## config.mk

```make
export PLATFORM = sky130hd
export DESIGN_NAME = ctu_edge_current_ctrl
export DESIGN_NICKNAME = d
export VERILOG_FILES = /design/src/hw/ctu_pkg.sv /design/src/hw/ctu_edge_current_ctrl.sv /design/src/hw/ctu_edge_channel.sv
export SDC_FILE = /design/constraint.sdc
export NUM_CORES = 1
export LEC_CHECK = 0
export BUFFER_PORTS_ARGS = -buffer_cell sky130_fd_sc_hd__clkbuf_2
export CAP_MARGIN = 25
export CORE_ASPECT_RATIO = 0.7
export CORE_MARGIN = 8
export CORE_UTILIZATION = 44
export CTS_CLUSTER_DIAMETER = 120
export CTS_CLUSTER_SIZE = 10
export DETAILED_ROUTE_END_ITERATION = 10
export PLACE_DENSITY_LB_ADDON = 0.05
export SYNTH_ARGS = -nofsm -noshare
export SYNTH_HDL_FRONTEND = slang
export SYNTH_SLANG_ARGS = --single-unit
```

## constraint.sdc

```tcl
create_clock -name CLK_SYS_I -period 1.6 [get_ports CLK_SYS_I]
set_input_delay 0.08 -clock CLK_SYS_I [delete_from_list [all_inputs] [get_ports CLK_SYS_I]]
set_output_delay 0.08 -clock CLK_SYS_I [all_outputs]
set_load 0.02 [all_outputs]
```

## src/hw/ctu_pkg.sv

```systemverilog
// Package for the charge time unit edge and current control block
package ctu_pkg;
    // Register addresses on the plain register port
    localparam logic [1:0]  ADDR_EDGE_CONTROL    = 2'h0;
    localparam logic [1:0]  ADDR_CURRENT_CONTROL = 2'h1;
    // Edge control field positions
    localparam int          POS_FIRST_MODE       = 15;
    localparam int          POS_FIRST_POL        = 14;
    localparam int          POS_FIRST_SRC        = 10;
    localparam int          POS_SECOND_OCC       = 9;
    localparam int          POS_FIRST_OCC        = 8;
    localparam int          POS_SECOND_MODE      = 7;
    localparam int          POS_SECOND_POL       = 6;
    localparam int          POS_SECOND_SRC       = 2;
    // Current control field positions
    localparam int          POS_TRIM             = 10;
    localparam int          POS_RANGE            = 8;
    // Implemented bits of each register
    localparam logic [15:0] EDGE_IMPL_MASK       = 16'hFFFC;
    localparam logic [15:0] CURRENT_IMPL_MASK    = 16'hFF00;
    // Reset values
    localparam logic [15:0] EDGE_RESET           = 16'h0000;
    localparam logic [15:0] CURRENT_RESET        = 16'h0000;
    // Source selection codes
    typedef enum logic [3:0] {
        SRC1_TIMER   = 4'h0,
        SRC1_COMPARE = 4'h1,
        SRC1_PIN_TWO = 4'h2,
        SRC1_PIN_ONE = 4'h3
    } ctu_src1_type;
    typedef enum logic [3:0] {
        SRC2_COMPARE    = 4'h1,
        SRC2_PIN_ONE    = 4'h2,
        SRC2_PIN_TWO    = 4'h3,
        SRC2_COMPARATOR = 4'h4
    } ctu_src2_type;
    // Current range codes
    typedef enum logic [1:0] {
        RANGE_X1000 = 2'h0,
        RANGE_X1    = 2'h1,
        RANGE_X10   = 2'h2,
        RANGE_X100  = 2'h3
    } ctu_range_type;
endpackage

```

## src/hw/ctu_edge_current_ctrl.sv

```systemverilog
// Edge channel and current source control registers of the charge time unit
module ctu_edge_current_ctrl
    import ctu_pkg::*;
(
    // Clock, reset, enable
    input  wire logic        CLK_SYS_I,
    input  wire logic        RST_I,
    input  wire logic        CE_I,
    // Register port
    input  wire logic [1:0]  ADDR_I,
    input  wire logic [15:0] WDATA_I,
    input  wire logic        WR_I,
    input  wire logic        RD_I,
    output logic      [15:0] RDATA_O,
    // Edge sources
    input  wire logic        TIMER_I,
    input  wire logic        COMPARE_I,
    input  wire logic        PIN_ONE_I,
    input  wire logic        PIN_TWO_I,
    input  wire logic        COMPARATOR_I,
    // Edge status towards the analog unit
    output logic             FIRST_EDGE_OCCURRED_O,
    output logic             SECOND_EDGE_OCCURRED_O,
    // Current source control
    output logic      [5:0]  CURRENT_TRIM_O,
    output logic      [1:0]  CURRENT_RANGE_O,
    output logic      [6:0]  TRIM_PERCENT_O,
    output logic             TRIM_NEGATIVE_O
);
    logic [15:0] edge_cfg;
    logic [15:0] current_cfg;
    logic        first_edge_occurred;
    logic        second_edge_occurred;
    logic        first_hit;
    logic        second_hit;
    logic        wr_edge;
    logic        wr_current;
    logic [15:0] edge_view;
    logic [5:0]  trim_mag;

    assign wr_edge    = WR_I && (ADDR_I == ADDR_EDGE_CONTROL);
    assign wr_current = WR_I && (ADDR_I == ADDR_CURRENT_CONTROL);

    // Edge configuration fields, flags held separately
    always_ff @(posedge CLK_SYS_I or posedge RST_I) begin
        if (RST_I) begin
            edge_cfg <= EDGE_RESET;
        end else if (CE_I && wr_edge) begin
            edge_cfg <= WDATA_I & EDGE_IMPL_MASK;
        end
    end

    // Current configuration register
    always_ff @(posedge CLK_SYS_I or posedge RST_I) begin
        if (RST_I) begin
            current_cfg <= CURRENT_RESET;
        end else if (CE_I && wr_current) begin
            current_cfg <= WDATA_I & CURRENT_IMPL_MASK;
        end
    end

    // Both channels share one module; the flag bit selects the code table
    ctu_edge_channel u_first (
        .clk_i        (CLK_SYS_I),
        .rst_i        (RST_I),
        .ce_i         (CE_I),
        .is_second_i  (1'b0),
        .source_i     (edge_cfg[POS_FIRST_SRC +: 4]),
        .polarity_i   (edge_cfg[POS_FIRST_POL]),
        .mode_i       (edge_cfg[POS_FIRST_MODE]),
        .timer_i      (TIMER_I),
        .compare_i    (COMPARE_I),
        .pin_one_i    (PIN_ONE_I),
        .pin_two_i    (PIN_TWO_I),
        .comparator_i (COMPARATOR_I),
        .hit_o        (first_hit)
    );
    ctu_edge_channel u_second (
        .clk_i        (CLK_SYS_I),
        .rst_i        (RST_I),
        .ce_i         (CE_I),
        .is_second_i  (1'b1),
        .source_i     (edge_cfg[POS_SECOND_SRC +: 4]),
        .polarity_i   (edge_cfg[POS_SECOND_POL]),
        .mode_i       (edge_cfg[POS_SECOND_MODE]),
        .timer_i      (TIMER_I),
        .compare_i    (COMPARE_I),
        .pin_one_i    (PIN_ONE_I),
        .pin_two_i    (PIN_TWO_I),
        .comparator_i (COMPARATOR_I),
        .hit_o        (second_hit)
    );

    // First flag: hardware set wins over a software clear in the same cycle
    always_ff @(posedge CLK_SYS_I or posedge RST_I) begin
        if (RST_I) begin
            first_edge_occurred <= 1'b0;
        end else if (CE_I) begin
            if (first_hit) begin
                first_edge_occurred <= 1'b1;
            end else if (wr_edge) begin
                first_edge_occurred <= WDATA_I[POS_FIRST_OCC];
            end
        end
    end

    // Second flag, same priority as the first
    always_ff @(posedge CLK_SYS_I or posedge RST_I) begin
        if (RST_I) begin
            second_edge_occurred <= 1'b0;
        end else if (CE_I) begin
            if (second_hit) begin
                second_edge_occurred <= 1'b1;
            end else if (wr_edge) begin
                second_edge_occurred <= WDATA_I[POS_SECOND_OCC];
            end
        end
    end

    // Readback view merges live flags into the edge register
    always_comb begin
        edge_view                 = edge_cfg & EDGE_IMPL_MASK;
        edge_view[POS_FIRST_OCC]  = first_edge_occurred;
        edge_view[POS_SECOND_OCC] = second_edge_occurred;
    end

    // Read data valid the cycle after the strobe; unmapped reads give zero
    always_ff @(posedge CLK_SYS_I or posedge RST_I) begin
        if (RST_I) begin
            RDATA_O <= 16'h0000;
        end else if (CE_I && RD_I) begin
            unique case (ADDR_I)
                ADDR_EDGE_CONTROL:    RDATA_O <= edge_view;
                ADDR_CURRENT_CONTROL: RDATA_O <= current_cfg & CURRENT_IMPL_MASK;
                default:              RDATA_O <= 16'h0000;
            endcase
        end
    end

    assign FIRST_EDGE_OCCURRED_O  = first_edge_occurred;
    assign SECOND_EDGE_OCCURRED_O = second_edge_occurred;

    // Range code passes straight to the analog source; the thousand-times
    // code is not blocked here, software must keep it off the diode
    assign CURRENT_RANGE_O = current_cfg[POS_RANGE +: 2];
    assign CURRENT_TRIM_O  = current_cfg[POS_TRIM +: 6];

    // Trim decoded to percent change: magnitude times two, sign separate
    assign TRIM_NEGATIVE_O = CURRENT_TRIM_O[5];
    assign trim_mag        = CURRENT_TRIM_O[5] ? 6'(-CURRENT_TRIM_O) : CURRENT_TRIM_O;
    assign TRIM_PERCENT_O  = {trim_mag, 1'b0};
endmodule // ctu_edge_current_ctrl

```

## src/hw/ctu_edge_channel.sv

```systemverilog
// One edge channel: source mux, polarity, edge or level detection
module ctu_edge_channel
    import ctu_pkg::*;
(
    // Clock and reset
    input  wire logic       clk_i,
    input  wire logic       rst_i,
    input  wire logic       ce_i,
    // Configuration
    input  wire logic       is_second_i,
    input  wire logic [3:0] source_i,
    input  wire logic       polarity_i,
    input  wire logic       mode_i,
    // Sources
    input  wire logic       timer_i,
    input  wire logic       compare_i,
    input  wire logic       pin_one_i,
    input  wire logic       pin_two_i,
    input  wire logic       comparator_i,
    // Result
    output logic            hit_o
);
    logic sel;
    logic known;
    logic active;
    logic prev;

    // Source decode; reserved codes select nothing and are marked unknown
    always_comb begin
        sel   = 1'b0;
        known = 1'b1;
        if (!is_second_i) begin
            unique case (source_i)
                SRC1_TIMER:   sel = timer_i;
                SRC1_COMPARE: sel = compare_i;
                SRC1_PIN_TWO: sel = pin_two_i;
                SRC1_PIN_ONE: sel = pin_one_i;
                default:      known = 1'b0;
            endcase
        end else begin
            unique case (source_i)
                SRC2_COMPARE:    sel = compare_i;
                SRC2_PIN_ONE:    sel = pin_one_i;
                SRC2_PIN_TWO:    sel = pin_two_i;
                SRC2_COMPARATOR: sel = comparator_i;
                default:         known = 1'b0;
            endcase
        end
    end

    // Polarity: falling response inverts the source; a reserved code must
    // never look like a held low level, so it is gated off entirely
    assign active = known & (polarity_i ? sel : ~sel);

    // Previous active level, for transition detection
    always_ff @(posedge clk_i or posedge rst_i) begin
        if (rst_i) begin
            prev <= 1'b0;
        end else if (ce_i) begin
            prev <= active;
        end
    end

    // Edge mode wants a new transition, level mode the level itself
    assign hit_o = mode_i ? (active & ~prev) : active;
endmodule // ctu_edge_channel

```

==> Yosys cells after proc, flatten, opt, wreduce, memory -nomap -nowiden <==
Index checks and enable logic that the tools add are counted.
{ "classes": {"add_sub_neg": 1, "eq_ne": 8, "n_mux": 14, "bitwise_logic": 8, "n_reduce_logical": 13} }
{ "ops": {"columns": ["cell", "count"], "rows": [
  ["$pmux 16 s2", 1],
  ["$eq 4x2->1 const B", 4],
  ["$mux 1", 10],
  ["$eq 4x1->1 const B", 2],
  ["$pmux 1 s4", 2],
  ["$reduce_or 4->1", 2],
  ["$mux 6", 1],
  ["$neg 6->6", 1],
  ["$logic_and 1x1->1", 5],
  ["$and 1x1->1", 4],
  ["$eq 4x3->1 const B", 1],
  ["$logic_not 4->1", 1],
  ["$not 1->1", 4],
  ["$reduce_and 2->1", 2],
  ["$reduce_bool 2->1", 2],
  ["$eq 2x1->1 const B", 1],
  ["$logic_not 2->1", 1]
]} }
{ "word_totals": {"ff_bits": 42, "word_cells": 51} }

==> Logic depth before layout (Yosys ltp) <==
{ "depth": {"word_depth": 9, "ltp_mapped": 6, "depth_no_buf": 5} }

==> Cells and area by module <==
From an unflattened synthesis, not the netlist that was laid out.
{ "hier_totals": {"hier_cells": 160, "area_unflattened_um2": 2020.7} }
{ "modules_own_cells": {"columns": ["mod", "n_inst", "cells_each", "area_per_inst_um2", "seq_area_each_um2"], "rows": [
  ["ctu_edge_current_ctrl", 1, 118, 1670.4, 900.9],
  ["ctu_edge_channel", 2, 21, 175.2, 25.0]
]} }

==> Worst setup path after synthesis <==
Ideal clock, no wire load.
{ "synth_timing": {"path_type": "register to register", "from": "reg edge_cfg[10]", "to": "reg first_edge_occurred, in the netlist FIRST_EDGE_OCCURRED_O", "setup_time_ps": 124, "t_arrival_ps": 1404, "t_required_ps": 1476, "slack_ps": 72, "stages_incl_launch_ff": 6, "period_less_slack_ps": 1528, "cell_sequence": "dfrtp_1 > mux4_2 > xnor2_1 > nand3_1 > a21oi_1 > a211o_2"} }
{ "synth_via": {"elab_chain_cells": 9, "word_cells_on_any_way": 15, "classes_between": "eq/ne (3); mux (5); bitwise (3); reduce/logical (4)"} }
{ "synth_rtl": {"columns": ["element", "line_no", "text"], "rows": [
  ["from (decl)", "ctu_edge_current_ctrl.sv:30", "logic [15:0] edge_cfg;"],
  ["from (signal assigned)", "ctu_edge_current_ctrl.sv:49", "edge_cfg <= WDATA_I & EDGE_IMPL_MASK;"],
  ["$eq 4x2->1, or another cell as far along", null, null],
  ["$pmux 1 s4", "ctu_edge_channel.sv:33", "unique case (source_i)"],
  ["$not 1->1", "ctu_edge_channel.sv:53", "assign active = known & (polarity_i ? sel : ~sel);"],
  ["$mux 1", "ctu_edge_channel.sv:53", null],
  ["$and 1x1->1 (*)", "ctu_edge_channel.sv:53", null],
  ["$and 1x1->1", "ctu_edge_channel.sv:65", "assign hit_o = mode_i ? (active & ~prev) : active;"],
  ["$mux 1 (*)", "ctu_edge_channel.sv:65", null],
  ["$reduce_bool 2->1 (no line)", null, null],
  ["$reduce_and 2->1 (no line)", null, null],
  ["to (signal assigned)", "ctu_edge_current_ctrl.sv:102", "first_edge_occurred <= WDATA_I[POS_FIRST_OCC];"],
  ["to (decl)", "ctu_edge_current_ctrl.sv:32", "logic first_edge_occurred;"]
]} }
Every way passes the cells marked *; elsewhere a longest branch is shown, timed or not.
A chain may end at the register's enable or synchronous reset.

==> Worst setup path after layout <==
Same ends and word-level chain as after synthesis.

==> metrics.md <==
| Metric | Value |
|---|---|
| Power after layout | `3080 uW` |
| Port-buffer cells | `56` |
| Antenna diode count | `0` |
| Placed wire-length estimate | `3.28 mm` |
| Post-Syn Area | `1770 sq um` |
| Clock root buffer | `sky130_fd_sc_hd__clkbuf_8` |
| Most used flip-flop cell after synthesis | `sky130_fd_sc_hd__dfrtp_1` |
| WP data arrival | `1.73 ns` |
| Minimum setup slack in the final design | `0.0439 ns` |
| Drt pass-1 iters | `7` |
| Worst-skew pair later-pin latency | `0.28 ns` |
| Post-route clock period utilization | `97.3%` |
| Distinct cell type count after synthesis | `32` |
| Top cells by area in the synthesized netlist | `sky130_fd_sc_hd__dfrtp_1, sky130_fd_sc_hd__mux2_2, sky130_fd_sc_hd__mux2i_1` |
| Initial DRC count | `78` |
| Worst slew margin relative to its limit | `51.0%` |
| Initial standard-cell utilization of the core | `45.4%` |
| Sinks on Clock Net | `38` |
| Reg clk slew, reported paths | `0.07 ns` |
| Slew Viols, Final | `0` |
| Maximum number of pins on one net before global-route repair | `39` |
| Class of the most critical hold timing path | `in -> reg` |
| Sequential fraction of the synthesis area | `53.7%` |
| Run status | `completed` |
| Top-Level Pins | `62` |
| Post-synthesis register bit count | `38` |
| Shortest clock period the worst path allows after layout | `1.56 ns` |
| Post-placement cell count | `254` |
| Post-layout instance count excluding filler cells | `263` |
| Total Wirelength | `4.23 mm` |
| Largest area contributor in the netlist | `sky130_fd_sc_hd__dfrtp_1` |
| Yosys Warn Count | `0` |
| Via density per instance | `5.05` |
| Actual slew at the worst max-slew pin | `0.729 ns` |
| Number of endpoints with negative hold slack in the final report | `0` |
| Routed Antenna Nets | `0` |
| Setup repair after global routing missed its margin | `true` |
| Die Y-Extent | `69.1 um` |
| Setup violators final | `0` |
| Width of the die | `91.8 um` |
| Gate count of the mapped netlist | `146` |
| Grt total ovfl | `0` |
| Mean post-synth cell area | `12.1 sq um` |
| Setup slack after placement | `0.0192 ns` |
| Total global-route track usage | `13.8%` |
| Final #Nets | `239` |
| Maximum VDD drop | `0.000833 V` |
| Cell leakage power | `0.00112 uW` |
| Final worst clock skew | `0.00578 ns` |
| Critical path endpoint category | `register` |
| Core Footprint | `3900 sq um` |
| Count of fill cells added during filler insertion | `357` |
| Via count of the first global-routing pass | `1,446` |
| Antenna violations before repair | `0` |
| First-pass GRT wire length | `7.16 mm` |
| Maximum fanout encountered on the critical timing path | `2` |
| Type of origin of the critical path | `register` |
| Final routed DRC violation total | `0` |
| Vias | `1,327` |
| Number of levels the H-tree was split into | `2` |
| Max Root-Sink Buffers | `2` |
| CTS tree | `built` |
| EDFF count, synth | `0` |
| Power per cell area | `1370 nW/um^2` |
| Worst path slowest cell | `sky130_fd_sc_hd__mux4_2` |
| Max stage delay on crit path | `0.54 ns` |
| Number of max-capacitance violations reported | `0` |
| Critical path class | `reg -> reg` |
| Number of buffers added by the clock tree synthesis step | `5` |
| Final routed wire length divided by cell count | `16.1 um` |
| CP top delay family | `multiplexers` |
| Synth-to-layout area growth | `27.2%` |
| Share of post-route cells with drive strength above 1 | `46.9%` |
| Post-synthesis async set-or-reset flop share | `100%` |
| Area of all placed cells without fillers | `2250 sq um` |
| Placement-stage cell area | `2120 sq um` |
| Crit-path cells | `mux4_2 > xnor2_2 > nand3_2 > a21oi_2 > a211o_2` |
| Final weighted congestion in routability-driven placement | `0.749` |
| Die footprint | `6350 sq um` |
| Upper clock frequency limit | `643 MHz` |
| Core Rows | `19` |
| Area share of the largest cell type after synthesis | `53.7%` |
| Data required time of the worst path | `1.77 ns` |
| Number of buffer and inverter stages on the critical path | `0` |
| Final core area utilization | `57.8%` |
[worst register-to-register path, cell delays in order (launching register included)]
cell and delay (ns):
sky130_fd_sc_hd__dfrtp_1 0.37, sky130_fd_sc_hd__mux4_2 0.54, sky130_fd_sc_hd__xnor2_2 0.16, sky130_fd_sc_hd__nand3_2 0.09, sky130_fd_sc_hd__a21oi_2 0.04, sky130_fd_sc_hd__a211o_2 0.26
[per-layer routing]
metal	GRT usage, %	routed length, um
met1	17.7	1910
met2	21.3	2000
met3	5.19	299
met4	3.20	15
met5	0	0
[layout by cell type (no fill, tap or decap), drive strengths merged]
master and n:
nand2b 1, nand3 1, nand4b 1, mux2i 9
mux2 20, nor3 2, o22ai 1, a31oi 1
nor2b 1, a22o 6, bufinv 1, nor2 5
a211o 1, o31ai 1, or2 1, dlygate4sd3 1
ha 1, a2bb2oi 1, and4b 2, o21ai 12
inv 5, conb 3, dfrtp 38, a21oi 1
buf 9, xnor2 6, a21o 1, clkbuf 62
mux4 1, nand2 14, nand3b 2
[cells in the mapped netlist (all sizes together), types with 2 or more instances]
cell	n
buf	7
clkbuf	3
a22o	6
inv	5
mux2i	9
mux2	20
nand2	14
nor3	2
nor2	5
xnor2	6
nand3b	2
dfrtp	38
o21ai	12
and4b	2
[path summary, 6_finish.rpt]
check	start	end	slack [ns]	depth (start not counted)
hold reg to reg	RDATA_O[9]$_DFFE_PP0P_	RDATA_O[9]$_DFFE_PP0P_	0.49	2
setup reg to reg	edge_cfg[10]$_DFFE_PP0P_	FIRST_EDGE_OCCURRED_O$_DFFE_PP0P_	0.04	5
max in group asynchronous	RST_I	current_cfg[11]$_DFFE_PP0P_	0.80	4
min in group asynchronous	RST_I	SECOND_EDGE_OCCURRED_O$_DFFE_PP0P_	0.44	4
setup / recovery	edge_cfg[10]$_DFFE_PP0P_	FIRST_EDGE_OCCURRED_O$_DFFE_PP0P_	0.04	5
hold / removal	WDATA_I[6]	edge_cfg[6]$_DFFE_PP0P_	0.03	2
[area by class of cell]
type	instances	area (sq um)	area share, %
inverters	5	18.8	0.833
well taps	52	65.1	2.89
clock inverters	1	30.0	1.33
repair buffers	65	350	15.5
flip-flops and latches	38	952	42.3
multi-input cells	95	761	33.8
clock buffers	7	76.3	3.39
[registers in the layout (all words and copies together), names as in the netlist]
signal,count
FIRST_EDGE_OCCURRED_O,1
u_first.prev,1
edge_cfg,12
SECOND_EDGE_OCCURRED_O,1
u_second.prev,1
RDATA_O,14
current_cfg,8
[through the flow]
step | TNS (ns) | hold WS, ns
final | 0 | 0.0259
after global placement | 0 | 0.193
after floorplan | 0 | 0.208
after CTS | 0 | 0.0205
after global routing | -0.0205 | 0.0264
after detailed placement | 0 | 0.208
[cell families after synthesis]
group	share of synthesized area (%)
compound gates	9.25
simple gates	9.39
xor+xnor	2.97
mux	19.1
buf+inv	4.73
other cells	0.212
flops	53.7
fa+ha+maj	0.706
[timing repair]
action                     4_1_cts  5_1_grt
gates resized for setup          0        5
setup endpoints to repair        0        3
hold buffers                     1        0
buffers inserted                 0        0
hold endpoints to repair        38        0
[power by group]
group          internal, uW  switching [uW]
combinational           428             531
sequential             1160             186
clock                   466             318
(Power assumes the default switching activity.)
